==> config.mk <==
export PLATFORM = sky130hd
export DESIGN_NAME = pcm_clock_ctrl
export DESIGN_NICKNAME = d
export VERILOG_FILES = /design/src/logic/pcm_pkg.sv /design/src/logic/pcm_clock_ctrl.sv
export SDC_FILE = /design/constraint.sdc
export NUM_CORES = 1
export LEC_CHECK = 0
export BUFFER_PORTS_ARGS = -buffer_cell sky130_fd_sc_hd__buf_4
export CORE_UTILIZATION = 54
export CTS_BUF_LIST = sky130_fd_sc_hd__clkbuf_8
export DETAILED_ROUTE_END_ITERATION = 8
export PLACE_DENSITY = 0.79
export SLEW_MARGIN = 20
export SYNTH_ARGS = -nofsm -noshare
export SYNTH_HDL_FRONTEND = slang
export SYNTH_SLANG_ARGS = --single-unit
export TNS_END_PERCENT = 50
==> constraint.sdc <==
create_clock -name core_clk -period 2 [get_ports core_clk]
set_input_delay 0.3 -clock core_clk [delete_from_list [all_inputs] [get_ports core_clk]]
set_output_delay 0.3 -clock core_clk [all_outputs]
set_load 0.05 [all_outputs]
==> src/logic/pcm_pkg.sv <==
/*
 * Constants, register map and carrier types of the PLL clock control block.
 * Assumes a 16-bit register word per index on a 32-bit classic Wishbone bus.
 */
// Functional notes
// - four-bit multiplier, zero bypass, above ten reserved
// - core clock is multiplied clock over n
// - halve select inserts divide-by-two before core; here setting it clears divBy2
// - multiplier write forces bypass until lock
// - reset gives bypass and zero multiplier
// - bypass routes oscillator around powered PLL
// - power-down bit disables PLL, input clock direct
// - locked nonzero multiplier clocks oscillator times n
// - oscillator taken from crystal or external pin
// - control registers writable only while unlocked; here IRQ status and mask writes ignore the lock
// - lost oscillator gives limp clock, reset, flag
package pcm_pkg;

	// ********************************************************
	// register indices (byte address is four times the index)
	// ********************************************************
	localparam logic [15:0] IDX_CLK_PIN   = 16'h7010;
	localparam logic [15:0] IDX_PLL_STATE = 16'h7011;
	localparam logic [15:0] IDX_FAST_PRE  = 16'h701A;
	localparam logic [15:0] IDX_SLOW_PRE  = 16'h701B;
	localparam logic [15:0] IDX_GATE0     = 16'h701C;
	localparam logic [15:0] IDX_GATE1     = 16'h701D;
	localparam logic [15:0] IDX_LPM       = 16'h701E;
	localparam logic [15:0] IDX_MULT      = 16'h7021;
	localparam logic [15:0] IDX_IRQ_STAT  = 16'h7030;
	localparam logic [15:0] IDX_IRQ_MASK  = 16'h7031;
	localparam int          PLAIN_REGS    = 5;

	// ********************************************************
	// field positions and reset values
	// ********************************************************
	localparam int          STS_LOCK   = 0;
	localparam int          STS_HALVE  = 1;
	localparam int          STS_PDOWN  = 2;
	localparam int          STS_MISS   = 3;
	localparam int          PIN_SEEN   = 0;
	localparam int          PIN_LIMP   = 1;
	localparam int          EVT_LOCK   = 0;
	localparam int          EVT_MISS   = 1;
	localparam int          EVT_W      = 2;
	localparam logic [3:0]  MULT_RST   = 4'h0;
	localparam logic [3:0]  MULT_MAX   = 4'hA;
	localparam logic [3:0]  MULT_ONE   = 4'h1;
	localparam logic [15:0] PLAIN_RST  = 16'h0000;

	// ********************************************************
	// timing
	// ********************************************************
	localparam int CLK_PERIOD_NS   = 10;
	localparam int LOCK_OSC_CYCLES = 131072;
	// oscillator silence that counts as a lost clock
	localparam int MISS_TIME_NS    = 1000;
	localparam int MISS_CYCLES     =
		(MISS_TIME_NS + CLK_PERIOD_NS - 1) / CLK_PERIOD_NS;

	// ********************************************************
	// types
	// ********************************************************
	typedef enum logic [1:0] {
		MODE_BYPASS = 2'b00,
		MODE_ENABLE = 2'b01,
		MODE_OFF    = 2'b10,
		MODE_LIMP   = 2'b11
	} pcm_mode_e;

	typedef struct packed {
		pcm_mode_e  mode;
		logic [3:0] mult;
		logic       divBy2;
	} pcm_clk_cfg_s;

endpackage : pcm_pkg

==> src/logic/pcm_clock_ctrl.sv <==
/*
 * PLL clock control: multiplier, halve select, power-down, lock timing,
 * lost-oscillator detection and a classic Wishbone register slave.
 * Assumes oscillator pins are asynchronous and no faster than core_clk / 4.
 */
// Chosen here: the Wishbone register port.
`timescale 1ns/1ns
module pcm_clock_ctrl #(
	parameter int LOCK_CYCLES = pcm_pkg::LOCK_OSC_CYCLES,
	parameter int MISS_LIMIT  = pcm_pkg::MISS_CYCLES
) (
	input  wire logic                  core_clk,
	input  wire logic                  rst_n,
	input  wire logic                  wb_cyc_i,
	input  wire logic                  wb_stb_i,
	input  wire logic                  wb_we_i,
	input  wire logic [17:0]           wb_adr_i,
	input  wire logic [3:0]            wb_sel_i,
	input  wire logic [31:0]           wb_dat_i,
	output logic      [31:0]           wb_dat_o,
	output logic                       wb_ack_o,
	input  wire logic                  protWriteUnlock,
	input  wire logic                  crystalInPin,
	input  wire logic                  externalClockPin,
	output pcm_pkg::pcm_clk_cfg_s      clkCfg,
	output logic                       missingClockReset,
	output logic                       irq
);
	import pcm_pkg::*;

	localparam int CW = $clog2(LOCK_CYCLES + 1);
	localparam int MW = $clog2(MISS_LIMIT + 1);
	localparam logic [CW-1:0] LOCK_LAST = CW'(LOCK_CYCLES - 1);
	localparam logic [MW-1:0] MISS_LAST = MW'(MISS_LIMIT - 1);

	// ********************************************************
	// oscillator input sampling
	// ********************************************************
	logic [2:0] oscSyncQ;
	logic       oscLvlQ;
	// unused pin is tied low, so either source alone drives the oscillator
	wire        oscRaw  = crystalInPin | externalClockPin;
	wire        oscAgree = oscSyncQ[1] == oscSyncQ[2];
	wire        oscEdge = oscAgree & oscSyncQ[2] & ~oscLvlQ;

	always_ff @(posedge core_clk or negedge rst_n) begin
		if (!rst_n) begin
			oscSyncQ <= 3'h0;
			oscLvlQ  <= 1'b0;
		end else begin
			oscSyncQ <= {oscSyncQ[1:0], oscRaw};
			if (oscAgree) begin
				oscLvlQ <= oscSyncQ[2];
			end
		end
	end

	// ********************************************************
	// bus decode
	// ********************************************************
	logic        ackQ;
	logic [3:0]  multQ;
	logic        lockQ;
	logic        halveQ;
	logic        pdownQ;
	logic        missQ;
	logic        seenQ;
	logic        limpQ;
	logic [EVT_W-1:0] statQ;
	logic [EVT_W-1:0] maskQ;
	logic [15:0] plainQ [PLAIN_REGS];
	logic [CW-1:0] lockCntQ;
	logic [MW-1:0] missCntQ;

	wire [15:0] idx      = wb_adr_i[17:2];
	wire        acc      = wb_cyc_i & wb_stb_i & ~ackQ;
	wire        wr       = acc & wb_we_i;
	wire        wrOk     = wr & protWriteUnlock;
	wire        hitMult  = idx == IDX_MULT;
	wire        hitState = idx == IDX_PLL_STATE;
	wire        hitPin   = idx == IDX_CLK_PIN;
	wire        hitStat  = idx == IDX_IRQ_STAT;
	wire        hitMask  = idx == IDX_IRQ_MASK;
	wire [3:0]  multIn   = wb_dat_i[3:0];
	// reserved codes are refused outright, the old ratio stays
	wire        multLegal = multIn <= MULT_MAX;
	wire        multWr   = wrOk & hitMult & wb_sel_i[0] & multLegal;
	wire        stateWr  = wrOk & hitState & wb_sel_i[0];
	wire        statWr   = wr & hitStat & wb_sel_i[0];
	wire        maskWr   = wr & hitMask & wb_sel_i[0];

	// ********************************************************
	// lock timing
	// ********************************************************
	wire pllOn   = ~pdownQ;
	wire lockEvt = pllOn & ~multWr & ~lockQ & oscEdge
		& (lockCntQ == LOCK_LAST);

	always_ff @(posedge core_clk or negedge rst_n) begin
		if (!rst_n) begin
			lockCntQ <= '0;
			lockQ    <= 1'b0;
		end else if (multWr || !pllOn) begin
			lockCntQ <= '0;
			lockQ    <= 1'b0;
		end else if (lockEvt) begin
			lockQ <= 1'b1;
		end else if (oscEdge && !lockQ) begin
			lockCntQ <= lockCntQ + CW'(1);
		end
	end

	// ********************************************************
	// lost oscillator
	// ********************************************************
	wire missEvt = seenQ & ~limpQ & ~oscEdge & (missCntQ == MISS_LAST);

	always_ff @(posedge core_clk or negedge rst_n) begin
		if (!rst_n) begin
			missCntQ <= '0;
			seenQ    <= 1'b0;
			limpQ    <= 1'b0;
		end else if (oscEdge) begin
			missCntQ <= '0;
			seenQ    <= 1'b1;
			limpQ    <= 1'b0;
		end else if (missEvt) begin
			limpQ <= 1'b1;
		end else if (seenQ && !limpQ) begin
			missCntQ <= missCntQ + MW'(1);
		end
	end

	always_ff @(posedge core_clk or negedge rst_n) begin
		if (!rst_n) begin
			missingClockReset <= 1'b0;
		end else begin
			missingClockReset <= missEvt;
		end
	end

	// ********************************************************
	// control registers
	// ********************************************************
	// a new missing event outranks a write-one clear
	wire missD = missEvt | (missQ & ~(stateWr & wb_dat_i[STS_MISS]));
	wire [EVT_W-1:0] evt;
	assign evt[EVT_LOCK] = lockEvt;
	assign evt[EVT_MISS] = missEvt;
	wire [EVT_W-1:0] statD =
		evt | (statQ & ~(statWr ? wb_dat_i[EVT_W-1:0] : '0));

	always_ff @(posedge core_clk or negedge rst_n) begin
		if (!rst_n) begin
			multQ  <= MULT_RST;
			halveQ <= 1'b0;
			pdownQ <= 1'b0;
			missQ  <= 1'b0;
			statQ  <= '0;
			maskQ  <= '0;
		end else begin
			if (multWr) begin
				multQ <= multIn;
			end
			if (stateWr) begin
				halveQ <= wb_dat_i[STS_HALVE];
				pdownQ <= wb_dat_i[STS_PDOWN];
			end
			missQ <= missD;
			statQ <= statD;
			if (maskWr) begin
				maskQ <= wb_dat_i[EVT_W-1:0];
			end
		end
	end

	// peripheral prescaler, gate and low-power words are plain storage
	logic [15:0] plainIdx [PLAIN_REGS];
	assign plainIdx[0] = IDX_FAST_PRE;
	assign plainIdx[1] = IDX_SLOW_PRE;
	assign plainIdx[2] = IDX_GATE0;
	assign plainIdx[3] = IDX_GATE1;
	assign plainIdx[4] = IDX_LPM;
	logic [PLAIN_REGS-1:0] plainHit;

	genvar g;
	generate
		for (g = 0; g < PLAIN_REGS; g++) begin : gPlain
			assign plainHit[g] = idx == plainIdx[g];
			always_ff @(posedge core_clk or negedge rst_n) begin
				if (!rst_n) begin
					plainQ[g] <= PLAIN_RST;
				end else if (wrOk && plainHit[g]) begin
					if (wb_sel_i[0]) plainQ[g][7:0] <= wb_dat_i[7:0];
					if (wb_sel_i[1]) plainQ[g][15:8] <= wb_dat_i[15:8];
				end
			end
		end
	endgenerate

	// ********************************************************
	// clock selection
	// ********************************************************
	// power-down assumes the multiplier was zeroed first
	wire enableOk = pllOn & lockQ & (multQ != MULT_RST);
	pcm_clk_cfg_s cfgD;
	always_comb begin
		cfgD.divBy2 = ~halveQ;
		cfgD.mult   = MULT_ONE;
		if (limpQ) begin
			cfgD.mode = MODE_LIMP;
		end else if (!pllOn) begin
			cfgD.mode = MODE_OFF;
		end else if (enableOk) begin
			cfgD.mode = MODE_ENABLE;
			cfgD.mult = multQ;
		end else begin
			cfgD.mode = MODE_BYPASS;
		end
	end

	always_ff @(posedge core_clk or negedge rst_n) begin
		if (!rst_n) begin
			clkCfg <= '{mode: MODE_BYPASS, mult: MULT_ONE, divBy2: 1'b1};
		end else begin
			clkCfg <= cfgD;
		end
	end

	// ********************************************************
	// read path and answer
	// ********************************************************
	logic [15:0] stateRd;
	logic [15:0] pinRd;
	logic [15:0] plainRd;
	always_comb begin
		stateRd            = 16'h0000;
		stateRd[STS_LOCK]  = lockQ;
		stateRd[STS_HALVE] = halveQ;
		stateRd[STS_PDOWN] = pdownQ;
		stateRd[STS_MISS]  = missQ;
		pinRd              = 16'h0000;
		pinRd[PIN_SEEN]    = seenQ;
		pinRd[PIN_LIMP]    = limpQ;
		plainRd            = 16'h0000;
		for (int i = 0; i < PLAIN_REGS; i++) begin
			if (plainHit[i]) plainRd = plainQ[i];
		end
	end

	// unmapped words read zero and swallow writes
	wire [15:0] rdData =
		hitMult  ? {12'h000, multQ} :
		hitState ? stateRd :
		hitPin   ? pinRd :
		hitStat  ? {14'h0000, statQ} :
		hitMask  ? {14'h0000, maskQ} : plainRd;

	always_ff @(posedge core_clk or negedge rst_n) begin
		if (!rst_n) begin
			ackQ     <= 1'b0;
			wb_dat_o <= 32'h0000_0000;
		end else begin
			ackQ <= acc;
			if (acc) begin
				wb_dat_o <= {16'h0000, rdData};
			end
		end
	end

	assign wb_ack_o = ackQ;
	assign irq      = |(statQ & maskQ);
endmodule : pcm_clock_ctrl

==> flow_summary.json <==
{
  "async_flop_share_pct": 100,
  "overflow": 0,
  "area_growth_pct": 25.3,
  "cp-start-kind": "register",
  "n_antenna_cell": 0,
  "powerDensity_mw_per_mm2": 723,
  "hold_ws_ps": 36.9,
  "critical-path-slowest-cell": "a2111oi_1",
  "status": "finished, final reports clean",
  "ys_ff_latch": 148,
  "synthCells": 630,
  "port-buffer-count": 67,
  "core_area_mm2": 0.0127,
  "initial_core_util_pct": 55.8,
  "yosysWarnings": 0,
  "synth_area_leaders": "dfrtp_1 52%, mux2_2 12%, o21ai_0 2.8%, nand2_1 2.7%, a22oi_1 2.6%",
  "cp.buffers_inverters": 1,
  "first_iter_violations": 444,
  "setup_violations": 0,
  "clock_latency_ps": 460,
  "grt_use_total_pct": 27.0,
  "wire_per_inst_um": 18.1,
  "slowest_delay_ps": 570,
  "avgSynthCellArea_um2": 11.3,
  "netlist.area_leader.share_pct": 51.5,
  "hold_viol": 0,
  "fin_total_pwr_mw": 6.43,
  "crit_arrival_ps": 2310,
  "firstDrtPassIters": 5,
  "cp-end-kind": "register",
  "fin_crit_ps": 1970,
  "ir_drop_uv": 389,
  "root_buffer": "clkbuf_8",
  "rows": 41,
  "io-pin-count": 104,
  "cts_tree": "done",
  "clk_pin_slew_worst_paths_ps": 80,
  "cp_cell_sequence": "ha_2 > and2_4 > buf_4 > nand4_1 > a2111oi_1 > xnor2_1 > nor2_1",
  "h-tree-depth": 4,
  "p_leak_nw": 4.16,
  "antenna_found_initial": 0,
  "grt_pass1_vias": 5594,
  "cts_sinks": 148,
  "die-area_mm2": 0.0136,
  "cts_made_buffers": 17,
  "vias_per_cell": 5.93,
  "drtAntennaViolNets": 0,
  "yosysSeqAreaShare_pct": 52.2,
  "cp.required_ps": 2340,
  "cts_buffer_depth": 2,
  "synth_top_cell_by_area": "dfrtp_1",
  "drcViolationCount": 0,
  "post-route-period-util_pct": 98.5,
  "synth.distinct_cells": 65,
  "layout.nets": 830,
  "grt_pass1_wl_mm": 27.5,
  "slew_viol_final": 0,
  "rsz0062_at_grt": "yes",
  "routed_wirelength_mm": 17.1,
  "synth_ff_type": "dfrtp_1",
  "grt_max_degree": 50,
  "clock.fmax_ghz": 0.508,
  "hpwl_mm": 12.1,
  "place.gp.congestion": 0.917,
  "worstPathMaxFanout": 5,
  "synth_edf_count": 0,
  "hold_path.class": "in2reg",
  "slew-limit-headroom_pct": 65.5,
  "drive_above_1_share_pct": 36.9,
  "maxCapViolCount": 0,
  "critPathKind": "reg2reg",
  "tightestPinTransition_ps": 513,
  "route.vias.total": 5623,
  "finClkSkew_ps": 8.74,
  "synth_area_mm2": 0.00709,
  "die_y_um": 117,
  "cpLargestDelayFamily": "compound AO/OA/AOI/OAI gates",
  "die_x_um": 117
}
[cell type report]
cell class	count	area [um^2]
timing repair buffer	143	1200
tap	172	215
clock buffer	20	275
inverter	17	63.8
sequential	148	3710
fill	916	3830
clock inverter	11	134
multi-input combinational	438	3300
[report_power, final]
| group | switching [mW] | leakage (nW) | internal [mW] |
|---|---|---|---|
| clock | 1.10 | 0.217 | 1.31 |
| sequential | 0.125 | 2.02 | 3.10 |
| combinational | 0.457 | 1.93 | 0.333 |
| total | 1.68 | 4.16 | 4.75 |
[metal layers]
metal	routed length, um	track usage, %
met1	7390	34.9
met2	8550	44.9
met3	872	4.93
met4	331	11.1
met5	0	0
[cell usage after synthesis (all sizes together), types with 3 or more instances]
cell and instances:
mux2 77, a22o 4, a31oi 4, nand2 51, clkbuf 14, nand4b 5
nand3 34, or3 7, nor2 29, a211oi 6, a21oi 8, and2 3
nor2b 5, mux2i 4, or2 4, nor4 13, nor3 7, a22oi 25
or4 4, nand4 10, dfrtp 146, and3 14, buf 28, a2111oi 6
o21ai 41, inv 17, a21o 5, xnor2 13, or4b 3, nand2b 6
ha 3, xor2 5
[worst register-to-register path, stage by stage (launching register included)]
cell	delay [ps]
dfrtp_1	370
ha_2	200
and2_4	150
buf_4	100
nand4_1	230
a2111oi_1	570
xnor2_1	170
nor2_1	60
[state kept, by name (all words and copies together), names as in the netlist, 2 cells and up]
name / count
oscSyncQ: 3
statQ: 2
lockCntQ: 18
multQ: 4
maskQ: 2
wb_dat_o: 16
missCntQ: 7
plainQ: 80
clkCfg: 7
[what timing repair did]
action | 4_1_cts | 5_1_grt
endpoints found under the hold margin | 44 | 0
pin swaps | 4 | 2
gates cloned | 0 | 0
resized for setup | 6 | 17
setup buffers | 4 | 1
hold buffers | 1 | 0
endpoints found under the setup margin | 9 | 61
[logic make-up (layout without fill, tap and decap cells)]
logic type,count (synthesis),count (layout),synth area share [%]
other,1,16,0.0529
adder cells (fa/ha/maj),3,3,0.529
buffers and inverters,59,191,4.41
XOR/XNOR,18,18,2.22
multiplexers,81,81,12.8
flip-flops,148,148,52.2
AND/OR/NAND/NOR,206,206,16.7
AO/OA/AOI/OAI,114,114,11.0
[layout by cell type (no fill, tap or decap), drive strengths merged, types with 7 or more instances in the layout]
cell	count
nand4	10
nand2	51
nor3	7
nand3	34
and3	14
a22oi	25
inv	20
dfrtp	146
xnor2	13
nor2	29
o21ai	41
clkbuf	20
a21oi	8
buf	142
or3	7
mux2	77
nor4	13
conb	16
[final timing paths]
| check | start | to | slack (ps) | cells past startpoint |
|---|---|---|---|---|
| max reg2reg | lockCntQ[0] | lockCntQ[16] | 30 | 7 |
| min reg2reg | oscSyncQ[0] | oscSyncQ[1] | 360 | 0 |
| max | lockCntQ[0] | lockCntQ[16] | 30 | 7 |
| min | externalClockPin | oscSyncQ[0] | 40 | 2 |
| min in group asynchronous | rst_n | lockCntQ[10] | 360 | 2 |
| max in group asynchronous | rst_n | missCntQ[5] | 1000 | 3 |
[per-stage QoR]
step / cells / cell area (um^2) / TNS [ps] / utilization, % / worst slack, ps
finish: 949 / 8890 / 0 / 69.9 / 30.7
global route: 949 / 8890 / -670 / 69.9 / -80.2
CTS: 948 / 8820 / -30.4 / 69.3 / -16.8
detailed placement: 912 / 8350 / -27710 / 65.6 / -427
global placement: 912 / 8350 / -24980 / 65.6 / -328
floorplan: 645 / 7300 / -16450 / - / -221
Power figures use the tool's default switching activity.
